`config.mk`:
```
export PLATFORM = sky130hd
export DESIGN_NAME = async_sync_data_converter
export DESIGN_NICKNAME = d
export VERILOG_FILES = /design/src/verilog/async_sync_conv_pkg.sv /design/src/verilog/async_sync_data_converter.sv
export SDC_FILE = /design/constraint.sdc
export NUM_CORES = 1
export LEC_CHECK = 0
export BUFFER_PORTS_ARGS = -buffer_cell sky130_fd_sc_hd__buf_2
export CORE_MARGIN = 5
export CORE_UTILIZATION = 60
export CTS_CLUSTER_SIZE = 40
export DETAILED_ROUTE_END_ITERATION = 8
export PLACE_DENSITY = 0.83
export SLEW_MARGIN = 20
export SYNTH_ARGS = -nofsm -noshare
export SYNTH_HDL_FRONTEND = slang
export SYNTH_SLANG_ARGS = --single-unit
export TNS_END_PERCENT = 1
```
`constraint.sdc`:
```
create_clock -name clk_i -period 4.28 [get_ports clk_i]
set_input_delay 0.428 -clock clk_i [delete_from_list [all_inputs] [get_ports clk_i]]
set_output_delay 0.428 -clock clk_i [all_outputs]
set_load 0.03 [all_outputs]
```
`src/verilog/async_sync_conv_pkg.sv`:
```
`default_nettype none
package async_sync_conv_pkg;

  // register map (byte addresses)
  localparam logic [3:0]  CTRL_OFFSET   = 4'h0;
  localparam logic [3:0]  STATUS_OFFSET = 4'h4;

  // control register fields
  localparam int          CTRL_SB_POS   = 0;
  localparam int          CTRL_WL_POS   = 1;
  localparam int          CTRL_RATE_POS = 2;
  localparam int          CTRL_CM_POS   = 5;
  localparam logic [5:0]  CTRL_RESET    = 6'h00;

  // pin synchroniser reset: async input idles high
  localparam logic [5:0]  PIN_RESET     = 6'h01;

  // reference clock and rate steps (32 x bit rate per reference edge)
  localparam logic [22:0] REF_HZ        = 23'h3e8000;
  localparam logic [22:0] STEP_38400    = 23'h12c000;
  localparam logic [22:0] STEP_19200    = 23'h096000;
  localparam logic [22:0] STEP_9600     = 23'h04b000;
  localparam logic [22:0] STEP_4800     = 23'h025800;
  localparam logic [22:0] STEP_2400     = 23'h012c00;
  localparam logic [22:0] STEP_1200     = 23'h009600;
  localparam logic [22:0] STEP_300      = 23'h002580;

  // character timing in 16x ticks
  localparam logic [3:0]  TICK_LAST     = 4'hf;
  localparam logic [3:0]  TICK_SHORT    = 4'he;
  localparam logic [3:0]  TICK_MID      = 4'h7;

  // synchronous patterns, sent lsb first
  localparam logic [7:0]  FLAG_PATTERN  = 8'h7e;
  localparam logic [7:0]  BREAK_PATTERN = 8'h7f;
  localparam logic [3:0]  PATTERN_LEFT  = 4'h7;
  localparam logic [2:0]  STUFF_RUN     = 3'h5;
  localparam logic [2:0]  FLAG_RUN      = 3'h6;
  localparam logic [2:0]  RUN_MAX       = 3'h7;
  localparam logic [6:0]  FLAG_INTERVAL = 7'h3c;
  localparam logic [3:0]  MODE1_BITS    = 4'h8;
  localparam logic [2:0]  TX_LEVEL_MIN  = 3'h2;

  typedef enum logic [3:0] {
    ST_IDLE  = 4'b0001,
    ST_START = 4'b0010,
    ST_DATA  = 4'b0100,
    ST_STOP  = 4'b1000
  } char_state_t;

  typedef struct packed {
    logic       cm;
    logic [2:0] rate;
    logic       wl;
    logic       sb;
  } ctrl_t;

  typedef struct packed {
    logic [2:0] rx_count;
    logic [2:0] tx_count;
    logic       rx_break;
    logic       tx_break;
    logic       rx_status;
    logic       tx_level;
  } status_t;

  function automatic logic [22:0] rate_step(input logic [2:0] sel);
    case (sel)
      3'h1:    rate_step = STEP_38400;
      3'h2:    rate_step = STEP_19200;
      3'h3:    rate_step = STEP_9600;
      3'h4:    rate_step = STEP_4800;
      3'h5:    rate_step = STEP_2400;
      3'h6:    rate_step = STEP_1200;
      3'h7:    rate_step = STEP_300;
      default: rate_step = 23'h000000;
    endcase
  endfunction

endpackage
`default_nettype wire

```
`src/verilog/async_sync_data_converter.sv`:
```
`timescale 1ns/100ps
`default_nettype none
module async_sync_data_converter #(
  parameter int FIFO_DEPTH = 4
) (
  input  wire logic        clk_i,
  input  wire logic        rst_i,
  input  wire logic [3:0]  wb_adr_i,
  input  wire logic [31:0] wb_dat_i,
  input  wire logic [3:0]  wb_sel_i,
  input  wire logic        wb_we_i,
  input  wire logic        wb_cyc_i,
  input  wire logic        wb_stb_i,
  output logic      [31:0] wb_dat_o,
  output logic             wb_ack_o,
  input  wire logic        async_tx_i,
  output logic             async_rx_o,
  input  wire logic        rate_clock_in_i,
  output logic             sampling_clock_out_o,
  input  wire logic        sync_bit_clock_i,
  input  wire logic        sync_in_enable_i,
  input  wire logic        sync_out_enable_i,
  input  wire logic        sync_data_in_i,
  output logic             sync_data_out_o,
  output logic             sync_data_oe_o,
  output logic             tx_fifo_level_flag_o,
  output logic             rx_sync_status_o
);
  localparam int AW = $clog2(FIFO_DEPTH);
  localparam logic [AW:0] FULL = (AW+1)'(FIFO_DEPTH);

  // pins {data in, out enable, in enable, bit clock, rate clock, async}
  logic [5:0] meta_ff, pin_ff, prev_ff;
  async_sync_conv_pkg::ctrl_t ctrl_ff;
  logic                       ack_ff;
  logic [31:0]                rdat_ff;
  async_sync_conv_pkg::status_t status;
  logic txd, rclk, dc, sync_in_enable, sync_out_enable, sync_data_in, p_dc, p_die, p_doe;
  assign txd  = pin_ff[0];
  assign rclk = pin_ff[1];
  assign dc   = pin_ff[2];
  assign sync_in_enable  = pin_ff[3];
  assign sync_out_enable  = pin_ff[4];
  assign sync_data_in  = pin_ff[5];
  assign p_dc  = prev_ff[2];
  assign p_die = prev_ff[3];
  assign p_doe = prev_ff[4];

  always_ff @(posedge clk_i) begin
    if (rst_i) begin
      meta_ff <= async_sync_conv_pkg::PIN_RESET;
      pin_ff  <= async_sync_conv_pkg::PIN_RESET;
      prev_ff <= async_sync_conv_pkg::PIN_RESET;
    end else begin
      meta_ff <= {sync_data_in_i, sync_out_enable_i, sync_in_enable_i,
                  sync_bit_clock_i, rate_clock_in_i, async_tx_i};
      pin_ff  <= meta_ff;
      prev_ff <= pin_ff;
    end
  end

  // wishbone slave, one wait state, unmapped reads zero
  logic wb_req;
  assign wb_req   = wb_cyc_i & wb_stb_i & ~ack_ff;
  assign wb_ack_o = ack_ff;
  assign wb_dat_o = rdat_ff;

  always_ff @(posedge clk_i) begin
    if (rst_i) begin
      ack_ff  <= 1'b0;
      rdat_ff <= 32'h00000000;
    end else begin
      ack_ff  <= wb_req;
      rdat_ff <= 32'h00000000;
      if (wb_req && !wb_we_i && wb_adr_i == async_sync_conv_pkg::CTRL_OFFSET)
        rdat_ff <= {26'h0000000, ctrl_ff};
      if (wb_req && !wb_we_i &&
          wb_adr_i == async_sync_conv_pkg::STATUS_OFFSET)
        rdat_ff <= {22'h000000, status};
    end
  end

  always_ff @(posedge clk_i) begin
    if (rst_i)
      ctrl_ff <= async_sync_conv_pkg::CTRL_RESET;
    else if (wb_req && wb_we_i && wb_sel_i[0] &&
             wb_adr_i == async_sync_conv_pkg::CTRL_OFFSET)
      ctrl_ff <= wb_dat_i[5:0];
  end

  logic [3:0] len_m1;
  assign len_m1 = ctrl_ff.wl ? 4'h8 : 4'h7;

  // 16x clock: direct rate clock or fractional divide of reference
  logic [22:0] acc_ff, acc_sum;
  logic        so_ff, so_prev_ff, tick16, rclk_rise;
  assign rclk_rise = rclk & ~prev_ff[1];
  assign acc_sum   = acc_ff + async_sync_conv_pkg::rate_step(ctrl_ff.rate);
  assign tick16    = so_ff & ~so_prev_ff;
  assign sampling_clock_out_o = so_ff;

  always_ff @(posedge clk_i) begin
    if (rst_i) begin
      acc_ff     <= 23'h000000;
      so_ff      <= 1'b0;
      so_prev_ff <= 1'b0;
    end else begin
      so_prev_ff <= so_ff;
      if (ctrl_ff.rate == 3'h0) begin
        so_ff  <= rclk;
        acc_ff <= 23'h000000;
      end else if (rclk_rise) begin
        if (acc_sum >= async_sync_conv_pkg::REF_HZ) begin
          acc_ff <= acc_sum - async_sync_conv_pkg::REF_HZ;
          so_ff  <= ~so_ff;
        end else begin
          acc_ff <= acc_sum;
        end
      end
    end
  end

  // async stripper
  async_sync_conv_pkg::char_state_t st_ff;
  logic [3:0] st_tick_ff, st_bit_ff;
  logic [8:0] st_word_ff;
  logic       brk_ff, tx_push;
  logic [8:0] tx_wdata;
  assign tx_wdata = ctrl_ff.wl ? st_word_ff : {1'b0, st_word_ff[8:1]};
  assign tx_push  = tick16 && st_ff == async_sync_conv_pkg::ST_STOP &&
                    st_tick_ff == async_sync_conv_pkg::TICK_LAST && txd;

  always_ff @(posedge clk_i) begin
    if (rst_i) begin
      st_ff      <= async_sync_conv_pkg::ST_IDLE;
      st_tick_ff <= 4'h0;
      st_bit_ff  <= 4'h0;
      st_word_ff <= 9'h000;
      brk_ff     <= 1'b0;
    end else if (tick16) begin
      st_tick_ff <= st_tick_ff + 4'h1;
      case (st_ff)
        async_sync_conv_pkg::ST_IDLE: begin
          if (txd)
            brk_ff <= 1'b0;
          if (!txd && !brk_ff) begin
            st_ff      <= async_sync_conv_pkg::ST_START;
            st_tick_ff <= 4'h0;
          end
        end
        async_sync_conv_pkg::ST_START: begin
          if (st_tick_ff == async_sync_conv_pkg::TICK_MID) begin
            st_ff      <= txd ? async_sync_conv_pkg::ST_IDLE
                              : async_sync_conv_pkg::ST_DATA;
            st_tick_ff <= 4'h0;
            st_bit_ff  <= 4'h0;
          end
        end
        async_sync_conv_pkg::ST_DATA: begin
          if (st_tick_ff == async_sync_conv_pkg::TICK_LAST) begin
            st_word_ff <= {txd, st_word_ff[8:1]};
            st_bit_ff  <= st_bit_ff + 4'h1;
            if (st_bit_ff == len_m1)
              st_ff <= async_sync_conv_pkg::ST_STOP;
          end
        end
        async_sync_conv_pkg::ST_STOP: begin
          if (st_tick_ff == async_sync_conv_pkg::TICK_LAST) begin
            st_ff <= async_sync_conv_pkg::ST_IDLE;
            if (!txd && st_word_ff == 9'h000)
              brk_ff <= 1'b1;
          end
        end
        default: st_ff <= async_sync_conv_pkg::ST_IDLE;
      endcase
    end
  end

  // transmit fifo
  logic [8:0]  tx_mem [FIFO_DEPTH];
  logic [AW-1:0] tx_wr_ff, tx_rd_ff;
  logic [AW:0] tx_cnt_ff;
  logic        tx_pop, tx_empty, tx_lvl_ff;
  assign tx_empty = tx_cnt_ff == '0;

  always_ff @(posedge clk_i) begin
    if (tx_push && tx_cnt_ff != FULL)
      tx_mem[tx_wr_ff] <= tx_wdata;
  end

  always_ff @(posedge clk_i) begin
    if (rst_i) begin
      tx_wr_ff  <= '0;
      tx_rd_ff  <= '0;
      tx_cnt_ff <= '0;
      tx_lvl_ff <= 1'b0;
    end else begin
      if (tx_push && tx_cnt_ff != FULL)
        tx_wr_ff <= tx_wr_ff + 1'b1;
      if (tx_pop)
        tx_rd_ff <= tx_rd_ff + 1'b1;
      tx_cnt_ff <= tx_cnt_ff + (AW+1)'(tx_push && tx_cnt_ff != FULL)
                             - (AW+1)'(tx_pop);
      tx_lvl_ff <= tx_cnt_ff < (AW+1)'(async_sync_conv_pkg::TX_LEVEL_MIN);
    end
  end
  assign tx_fifo_level_flag_o = tx_lvl_ff;

  // synchronous transmitter
  logic       tx_strobe, tx_strobe_p, advance;
  logic [3:0] mode1_cnt_ff, tx_left_ff;
  logic [8:0] tx_sr_ff;
  logic       tx_bit_ff, tx_kind_ff;
  logic [2:0] tx_ones_ff;
  logic [6:0] tx_since_ff;
  logic       stuff_now, load_now, send_flag;
  assign tx_strobe   = ctrl_ff.cm ? (dc & sync_out_enable) : ~(dc & sync_out_enable);
  assign tx_strobe_p = ctrl_ff.cm ? (p_dc & p_doe) : ~(p_dc & p_doe);
  assign advance     = tx_strobe & ~tx_strobe_p &
                       (~ctrl_ff.cm | mode1_cnt_ff < async_sync_conv_pkg::MODE1_BITS);
  assign stuff_now   = tx_kind_ff && tx_ones_ff == async_sync_conv_pkg::STUFF_RUN;
  assign load_now    = advance && !stuff_now && tx_left_ff == 4'h0;
  assign send_flag   = tx_since_ff == async_sync_conv_pkg::FLAG_INTERVAL ||
                       (tx_empty && !brk_ff);
  assign tx_pop      = load_now && !send_flag && !tx_empty;

  always_ff @(posedge clk_i) begin
    if (rst_i || !sync_out_enable)
      mode1_cnt_ff <= 4'h0;
    else if (advance)
      mode1_cnt_ff <= mode1_cnt_ff + 4'h1;
  end

  always_ff @(posedge clk_i) begin
    if (rst_i) begin
      tx_bit_ff   <= 1'b1;
      tx_sr_ff    <= 9'h000;
      tx_left_ff  <= 4'h0;
      tx_kind_ff  <= 1'b0;
      tx_ones_ff  <= 3'h0;
      tx_since_ff <= 7'h00;
    end else if (advance) begin
      if (stuff_now) begin
        tx_bit_ff  <= 1'b0;
        tx_ones_ff <= 3'h0;
      end else if (load_now) begin
        tx_ones_ff <= 3'h0;
        if (send_flag || tx_empty) begin
          tx_kind_ff <= 1'b0;
          tx_left_ff <= async_sync_conv_pkg::PATTERN_LEFT;
          if (send_flag) begin
            tx_bit_ff   <= async_sync_conv_pkg::FLAG_PATTERN[0];
            tx_sr_ff    <= {2'b00, async_sync_conv_pkg::FLAG_PATTERN[7:1]};
            tx_since_ff <= 7'h00;
          end else begin
            tx_bit_ff <= async_sync_conv_pkg::BREAK_PATTERN[0];
            tx_sr_ff  <= {2'b00, async_sync_conv_pkg::BREAK_PATTERN[7:1]};
          end
        end else begin
          tx_kind_ff  <= 1'b1;
          tx_left_ff  <= len_m1;
          tx_bit_ff   <= tx_mem[tx_rd_ff][0];
          tx_sr_ff    <= {1'b0, tx_mem[tx_rd_ff][8:1]};
          tx_ones_ff  <= tx_mem[tx_rd_ff][0] ? tx_ones_ff + 3'h1 : 3'h0;
          tx_since_ff <= tx_since_ff + 7'h01;
        end
      end else begin
        tx_bit_ff  <= tx_sr_ff[0];
        tx_sr_ff   <= {1'b0, tx_sr_ff[8:1]};
        tx_left_ff <= tx_left_ff - 4'h1;
        if (tx_kind_ff)
          tx_ones_ff <= tx_sr_ff[0] ? tx_ones_ff + 3'h1 : 3'h0;
      end
    end
  end
  assign sync_data_out_o = tx_bit_ff;
  assign sync_data_oe_o  = sync_out_enable & ~rst_i;

  // synchronous receiver
  logic       rx_strobe, rx_strobe_p, sample;
  logic [2:0] rx_run_ff;
  logic [3:0] rx_cnt_ff;
  logic [8:0] rx_word_ff;
  logic       hunt_ff, lost_ff, rbrk_ff, ovr_ff, rx_stat_ff;
  logic [6:0] rx_since_ff;
  logic       rx_push, rx_pop, rx_full, rx_empty;
  logic [8:0] rx_wdata;
  assign rx_strobe   = ctrl_ff.cm ? (dc & sync_in_enable) : ~(~dc & sync_in_enable);
  assign rx_strobe_p = ctrl_ff.cm ? (p_dc & p_die) : ~(~p_dc & p_die);
  assign sample      = ~rx_strobe & rx_strobe_p;
  assign rx_wdata    = ctrl_ff.wl ? {sync_data_in, rx_word_ff[8:1]}
                                  : {1'b0, sync_data_in, rx_word_ff[8:2]};
  assign rx_push     = sample && sync_data_in && rx_cnt_ff == len_m1 && !hunt_ff ||
                       sample && !sync_data_in && rx_run_ff < async_sync_conv_pkg::STUFF_RUN &&
                       rx_cnt_ff == len_m1 && !hunt_ff;

  always_ff @(posedge clk_i) begin
    if (rst_i) begin
      rx_run_ff   <= 3'h0;
      rx_cnt_ff   <= 4'h0;
      rx_word_ff  <= 9'h000;
      hunt_ff     <= 1'b1;
      lost_ff     <= 1'b0;
      rbrk_ff     <= 1'b0;
      rx_since_ff <= 7'h00;
    end else if (sample) begin
      if (!sync_data_in && rx_run_ff == async_sync_conv_pkg::STUFF_RUN) begin
        rx_run_ff <= 3'h0;
      end else if (!sync_data_in && rx_run_ff == async_sync_conv_pkg::FLAG_RUN) begin
        rx_run_ff   <= 3'h0;
        rx_cnt_ff   <= 4'h0;
        hunt_ff     <= 1'b0;
        lost_ff     <= 1'b0;
        rbrk_ff     <= 1'b0;
        rx_since_ff <= 7'h00;
      end else if (!sync_data_in && rx_run_ff == async_sync_conv_pkg::RUN_MAX) begin
        rx_run_ff <= 3'h0;
        rx_cnt_ff <= 4'h0;
        rbrk_ff   <= 1'b1;
      end else begin
        if (sync_data_in && rx_run_ff != async_sync_conv_pkg::RUN_MAX)
          rx_run_ff <= rx_run_ff + 3'h1;
        else if (!sync_data_in)
          rx_run_ff <= 3'h0;
        rx_word_ff <= {sync_data_in, rx_word_ff[8:1]};
        rx_cnt_ff  <= rx_cnt_ff + 4'h1;
        if (rx_cnt_ff == len_m1) begin
          rx_cnt_ff <= 4'h0;
          if (!hunt_ff) begin
            rbrk_ff     <= 1'b0;
            rx_since_ff <= rx_since_ff + 7'h01;
            if (rx_since_ff == async_sync_conv_pkg::FLAG_INTERVAL)
              lost_ff <= 1'b1;
          end
        end
      end
    end
  end

  // receive fifo, newest word overwrites the last word written when full
  logic [8:0]    rx_mem [FIFO_DEPTH];
  logic [AW-1:0] rx_wr_ff, rx_rd_ff;
  logic [AW:0]   rx_cnt_q_ff;
  logic          rx_over;
  assign rx_full  = rx_cnt_q_ff == FULL;
  assign rx_empty = rx_cnt_q_ff == '0;
  assign rx_over  = rx_push && rx_full && !rx_pop;

  always_ff @(posedge clk_i) begin
    if (rx_over)
      rx_mem[rx_wr_ff - 1'b1] <= rx_wdata;
    else if (rx_push)
      rx_mem[rx_wr_ff] <= rx_wdata;
  end

  always_ff @(posedge clk_i) begin
    if (rst_i) begin
      rx_wr_ff    <= '0;
      rx_rd_ff    <= '0;
      rx_cnt_q_ff <= '0;
    end else begin
      if (rx_push && !rx_over)
        rx_wr_ff <= rx_wr_ff + 1'b1;
      if (rx_pop)
        rx_rd_ff <= rx_rd_ff + 1'b1;
      rx_cnt_q_ff <= rx_cnt_q_ff + (AW+1)'(rx_push && !rx_over)
                                 - (AW+1)'(rx_pop);
    end
  end

  always_ff @(posedge clk_i) begin
    if (rst_i)
      ovr_ff <= 1'b0;
    else if (rx_over)
      ovr_ff <= 1'b1;
    else if (p_dc && !dc)
      ovr_ff <= 1'b0;
  end

  always_ff @(posedge clk_i) begin
    if (rst_i)
      rx_stat_ff <= 1'b0;
    else
      rx_stat_ff <= ~hunt_ff & ~lost_ff & ~ovr_ff;
  end
  assign rx_sync_status_o = rx_stat_ff;

  // data formatter
  async_sync_conv_pkg::char_state_t fm_ff;
  logic [3:0] fm_tick_ff, fm_bit_ff, fm_limit;
  logic [8:0] fm_word_ff;
  logic       fm_out_ff, fm_stops_ff, fm_short_ff;
  assign rx_pop   = tick16 && fm_ff == async_sync_conv_pkg::ST_IDLE && !rx_empty;
  assign fm_limit = (fm_short_ff && !rx_empty && !fm_stops_ff) ?
                    async_sync_conv_pkg::TICK_SHORT :
                    async_sync_conv_pkg::TICK_LAST;

  always_ff @(posedge clk_i) begin
    if (rst_i) begin
      fm_ff       <= async_sync_conv_pkg::ST_IDLE;
      fm_tick_ff  <= 4'h0;
      fm_bit_ff   <= 4'h0;
      fm_word_ff  <= 9'h000;
      fm_out_ff   <= 1'b1;
      fm_stops_ff <= 1'b0;
      fm_short_ff <= 1'b0;
    end else if (tick16) begin
      fm_tick_ff <= fm_tick_ff + 4'h1;
      case (fm_ff)
        async_sync_conv_pkg::ST_IDLE: begin
          fm_tick_ff <= 4'h0;
          fm_out_ff  <= ~rbrk_ff;
          if (!rx_empty) begin
            fm_word_ff <= rx_mem[rx_rd_ff];
            fm_out_ff  <= 1'b0;
            fm_ff      <= async_sync_conv_pkg::ST_START;
          end
        end
        async_sync_conv_pkg::ST_START: begin
          if (fm_tick_ff == async_sync_conv_pkg::TICK_LAST) begin
            fm_out_ff <= fm_word_ff[0];
            fm_bit_ff <= 4'h0;
            fm_ff     <= async_sync_conv_pkg::ST_DATA;
          end
        end
        async_sync_conv_pkg::ST_DATA: begin
          if (fm_tick_ff == async_sync_conv_pkg::TICK_LAST) begin
            fm_bit_ff  <= fm_bit_ff + 4'h1;
            fm_word_ff <= {1'b0, fm_word_ff[8:1]};
            fm_out_ff  <= fm_word_ff[1];
            if (fm_bit_ff == len_m1) begin
              fm_out_ff   <= 1'b1;
              fm_stops_ff <= ctrl_ff.sb;
              fm_ff       <= async_sync_conv_pkg::ST_STOP;
            end
          end
        end
        async_sync_conv_pkg::ST_STOP: begin
          if (fm_tick_ff == fm_limit) begin
            fm_tick_ff <= 4'h0;
            if (fm_stops_ff) begin
              fm_stops_ff <= 1'b0;
            end else begin
              if (!rx_empty)
                fm_short_ff <= ~fm_short_ff;
              fm_ff <= async_sync_conv_pkg::ST_IDLE;
            end
          end
        end
        default: fm_ff <= async_sync_conv_pkg::ST_IDLE;
      endcase
    end
  end
  assign async_rx_o = fm_out_ff;

  assign status.rx_count  = 3'(rx_cnt_q_ff);
  assign status.tx_count  = 3'(tx_cnt_ff);
  assign status.rx_break  = rbrk_ff;
  assign status.tx_break  = brk_ff;
  assign status.rx_status = rx_stat_ff;
  assign status.tx_level  = tx_lvl_ff;

endmodule
`default_nettype wire

```
After elaboration in Yosys (flattened, before gate mapping)
Memories as Yosys holds them, arrays and structs flattened. A register that Yosys moved wholly into a read port is not among the register bits.
Cells that the tools add are included.
Storage, ports and cells
  bits in registers: 199
  RAM bits: 72
  bits of input ports: 51
  output and inout port bits: 39
  memories kept: 2
Memory list
  rx_mem: words 4, width 9, rd ports 1, clocked after Yosys merged registers in 1, wr ports 1, RTL line async_sync_data_converter.sv:341  | logic [8:0] rx_mem [FIFO_DEPTH];
  tx_mem: words 4, width 9, rd ports 1, clocked after Yosys merged registers in 1, wr ports 1, RTL line async_sync_data_converter.sv:180  | logic [8:0] tx_mem [FIFO_DEPTH];
Cells by class
  add/subtract/negate cells: 22
  $lt $le $gt $ge: 4
  equal/unequal tests: 50
  multiplexer cells: 110
  bitwise logic cells: 42
  reduce and logical (&&, ||, !) cells: 99
Operator list (count)
  one-hot mux 21 bit (7 select lines): 1
  two-way mux 4 bit: 24
  two-way mux 9 bit: 6
  two-way mux 1 bit: 42
  two-way mux 7 bit: 6
  logical AND 1 bit: 37
  two-way mux 3 bit: 12
  one-hot mux 4 bit (2 select lines): 4
  one-hot mux 4 bit (4 select lines): 2
  AND reduction 4 bit: 7
  == test 3 bit, second input constant: 9
  inequality test 2 bit, second input constant: 13
  NOT 1 bit: 25
  adder 4 x 1 -> 4 bit, second input constant: 6
  adder 23 bit: 1
  greater-or-equal comparator 23 x 22 -> 1 bit, second input constant: 1
  two-way mux 23 bit: 1
  subtractor 23 x 22 -> 23 bit, second input constant: 1
  AND reduction 5 bit: 4
  nonzero test 2 bit: 10
  one-hot mux 9 bit (2 select lines): 1
  bitwise AND 1 bit: 16
  == test 4 x 3 -> 1 bit, second input constant: 4
  == test 4 bit: 4
  39 further kinds: 90

Longest topological paths before layout
  word-level depth: 17
  mapped depth: 19
  depth with buffers taken out: 18

Least setup slack after synthesis
No wires, ideal clock.
  path kind: register to register
  start point: register ctrl_ff[2] in the netlist's numbering
  end point: register acc_ff[22]
  arrival: 3.844 ns
  required time: 4.214 ns
  setup slack: 0.370 ns
  cell stages (with the launch flop): 20
  path through: dfxtp_1 clkbuf_1 nand3_1 inv_1 ha_1 inv_1 fa_1 nand2b_1 a211o_1 a21oi_1 nor3_1 nor2_1 ha_1 nand2_1 nor3_1 nand4_1 or3_1 or3_1 a211o_1 a21oi_2
Between the ends
  word-level cells in the longest chain between the ends: 5
  elaborated cells on any way between the ends: 14
  classes of those cells: add/sub (2); order compare (1); eq/ne (7); mux (2); reduce/logical (2)
Ends and longest elaborated chain
  from (decl): RTL line async_sync_data_converter.sv:34  | async_sync_conv_pkg::ctrl_t ctrl_ff;
  from (signal assigned): RTL line async_sync_data_converter.sv:85  | ctrl_ff <= async_sync_conv_pkg::CTRL_RESET;
  from (signal assigned): RTL line async_sync_data_converter.sv:88  | ctrl_ff <= wb_dat_i[5:0];
  == test 3 bit, or another cell as far along: RTL line async_sync_conv_pkg.sv:68  | case (sel)
  one-hot mux 21 bit (7 select lines): RTL line async_sync_conv_pkg.sv:68
  adder 23 bit: RTL line async_sync_data_converter.sv:98  | assign acc_sum = acc_ff + async_sync_conv_pkg::rate_step(ctrl_ff.rate);
  subtractor 23 x 22 -> 23 bit / greater-or-equal comparator 23 x 22 -> 1 bit (equally long branches): RTL line async_sync_data_converter.sv:114, async_sync_data_converter.sv:113
  two-way mux 23 bit: RTL line async_sync_data_converter.sv:113  | if (acc_sum >= async_sync_conv_pkg::REF_HZ) begin
  to (signal assigned): RTL line async_sync_data_converter.sv:114  | acc_ff <= acc_sum - async_sync_conv_pkg::REF_HZ;
  to (signal assigned): RTL line async_sync_data_converter.sv:117  | acc_ff <= acc_sum;
  to (decl): RTL line async_sync_data_converter.sv:95  | logic [22:0] acc_ff, acc_sum;
Several ways; a longest one is shown, not always the timed one.
A chain may end at the register's enable or synchronous reset.

Final worst setup path
  start point: register ctrl_ff[4] in the netlist's numbering
  end point: register acc_ff[22]
The elaborated chain is that of the path after synthesis.

==> reports/metrics.yaml <==
timing:
  finalMaxSlewViolations: 0
  min_period_ns: 4.00
  rsz0062_at_grt: "no"
  fin_tns_setup_ns: 0
  max_slew.worst_pin.slew_ns: 1.07
  slew_headroom_pct: 28.5
  fin_skew_ns: 0.00706
  hold_ws_ns: 0.101
  period_share_pct: 93.4
  finalSetupViolations: 0
  finalHoldViolations: 0
  max_freq_ghz: 0.250
final_layout:
  final_core_util_pct: 67.1
  finalNetCount: 1255
  register_area_sq_um: 5590
  drive_above_1_share_pct: 13.3
  diodes: 0
  multiInputGateArea_sq_um: 5490
  areaGrowthSynthToFinish_pct: 9.74
  nFillCells: 1448
  stdcell_count: 1412
pwr:
  pwr-share-seq_pct: 51.2
  power_frac_comb_pct: 2.2
  totalPowerFinal_mw: 4.64
  power_density_nw_per_um2: 368
  power.net_switching_mw: 0.962
  leakage_nw: 4.65
  switching_share_pct: 20.7
  max-vdd-ir-drop_v: 0.000338
  pwr-share-clk_pct: 46.6
  intPower_mw: 3.68
clocking:
  cts_root_buf: "clkbuf_16"
  cts_buffers: 25
  cts_tree: "built"
  hold_buffers: 0
  cts.sinks: 243
  h-tree-depth: 1
  path_clk_slew_ns: 0.06
  post_cts_buffers: 0
  cts_resized: 0
  clock_path_buffers: 3
  clock_latency_ns: 0.51
place:
  hpwl_um: 15800
  io_buffers: 38
  dp.cells: 1367
  gp_congestion: 0.888
floorplanning:
  core_sq_um: 18800
  die_w_um: 148
  die_h_um: 148
  num_rows: 50
  die_area_sq_um: 22000
  initial_core_util_pct: 61.2
  ios: 90
min_path:
  hold_class: "input port to flip-flop"
  worstHoldStart: "async_tx_i"
  holdPathStages: 2
  min_to: "meta_ff[0]"
drt:
  wl_per_cell_um: 16.0
  viasPerCell: 5.79
  ant_nets: 0
  dr.pass1.iters: 5
  vias: 8171
  drcViolationCount: 0
  drt_iter0_drc: 345
  routed_wl_um: 22600
logic_synthesis:
  yosys.area.top_type: "dfxtp_1"
  synth-main-ff-cell: "dfxtp_1"
  synth_common_cells: "dfxtp_1, nor2_1, nand2_1"
  yosysTopAreaCellShare_pct: 29.8
  async_flop_share_pct: 0
  ys_seq_area_share_pct: 48.7
  synth.area.top_cells: "dfxtp_1, edfxtp_1, nor2_1"
  synth_cell_types: 80
  synth_edf_count: 72
  synth_most_common_cell: "dfxtp_1"
  syn_area_per_cell_sq_um: 10.1
  yosysWarnings: 0
  syn-instance-count: 1133
  ys_ff_latch: 243
  mappedNetlistArea_sq_um: 11500
critical_path:
  arrival_ns: 4.44
  worst-r2r-cell-count: 16
  crit_type: "flip-flop to flip-flop"
  cp.depth: 16
  crit_path_frequent_cell: "or3_1"
  rr_endpoint: "acc_ff[22]"
  cp.required_ns: 4.73
  cp_top_family: "simple AND/OR/NAND/NOR gates"
  r2r_slack_ns: 0.28
  cp.buffers_inverters: 0
  cp_slowest_cell: "dfxtp_2"
  worstPathCellList: "nand2b_1 -> a21oi_1 -> or2_2 -> ha_1 -> nand3_1 -> nor3b_2 -> or3_1 -> o211ai_4 -> ha_1 -> nand2_1 -> nor3_1 -> nand4_1 -> or3_1 -> or3_1 -> a211o_1 -> a21oi_2"
  cpPeakStageDelay_ns: 0.42
  end_kind: "flip-flop"
  r2r-start: "ctrl_ff[4]"
  cp-start-kind: "flip-flop"
  crit_fanout: 11
global_route:
  antenna_found_initial: 0
  grt_overflow: 0
  first_global_vias: 7924
  grt_pass1_wl_um: 38100
  grt_start_max_net_pins: 78
  grt_usage_pct: 20.7
flow_run:
  max_cap_violations: 0
status:
  status: "completed"
==> layout make-up <==
class	count	area share [%]
flip-flops and latches	243	44.4
multi-input cells	808	43.6
clock buffers	33	5.61
well taps	234	2.32
repair buffers	47	2.07
inverters	35	1.04
clock inverters	12	0.993
==> worst reg2reg max path: cells and delay by family (launching register included) <==
family	cells	cell delay, ns
AO/OA/AOI/OAI	4	0.77
adder cells (fa/ha/maj)	2	0.56
flip-flops	1	0.42
AND/OR/NAND/NOR	10	2.20
==> sequential cells by signal, indices dropped and copies added, names as in the netlist, 6 cells and up, named ones only <==
register and count:
tx_since_ff 7, meta_ff 6, rx_word_ff 8, acc_ff 16
rx_since_ff 7, tx_sr_ff 8, tx_mem 36, wb_dat_o 10
pin_ff 6, st_word_ff 9, rx_mem 36, ctrl_ff 6
fm_word_ff 9
==> worst max-delay path by stage <==
| stage | from | to | slack [ns] |
|---|---|---|---|
| global route | ctrl_ff[3] | acc_ff[22] | 0.007 |
| floorplan | ctrl_ff[2] | acc_ff[22] | 0.37 |
| finish | ctrl_ff[4] | acc_ff[22] | 0.28 |
| CTS | ctrl_ff[4] | acc_ff[22] | 0.16 |
| global placement | ctrl_ff[4] | acc_ff[22] | 0.29 |
| detailed placement | ctrl_ff[4] | acc_ff[22] | 0.19 |
==> per-stage QoR <==
step,setup WS (ns),instance area [sq um]
CTS,0.163,12600
global route,0.00664,12600
detailed placement,0.191,11800
finish,0.283,12600
floorplan,0.370,11600
global placement,0.285,11800
==> cell families after synthesis <==
group,after synthesis,synth area share [%]
AND/OR/NAND/NOR,418,18.2
flip-flops,243,48.7
AO/OA/AOI/OAI,200,11.3
buffers and inverters,103,4.35
multiplexers,76,8.77
XOR/XNOR,48,3.66
adder cells (fa/ha/maj),44,4.99
other,1,0.0327
==> power groups by stage <==
| stage | Combinational, mW | Clock [mW] | Sequential [mW] |
|---|---|---|---|
| 2_1_floorplan | 0.0922 | 0 | 2.43 |
| 3_3_place_gp | 0.101 | 0 | 2.43 |
| 3_5_place_dp | 0.103 | 0 | 2.43 |
| 4_1_cts | 0.103 | 2.19 | 2.38 |
| 5_1_grt | 0.113 | 2.30 | 2.38 |
| 6_report | 0.104 | 2.16 | 2.38 |
==> cell usage in the layout (no fill, tap or decap), drive strengths merged, types with 12 or more instances in the layout <==
cell,instances
dfxtp,171
nor2,148
nand2,83
a21oi,73
edfxtp,72
buf,47
mux2i,41
ha,41
o21ai,41
inv,36
clkbuf,33
nor3,29
nor2b,27
xor2,26
nand3,24
xnor2,22
conb,22
mux4,18
mux2,17
and2,17
nand4,13
nand2b,13
a211oi,12
==> per-layer routing <==
layer / routed length (um) / GRT usage, % / vias to the layer above
li1: - / - / 4044
met5: 0 / 0 / -
met1: 9800 / 26.7 / 3897
met4: 675 / 6.51 / 0
met2: 11300 / 36.0 / 179
met3: 849 / 3.11 / 51
Power figures use the tool's default switching activity.
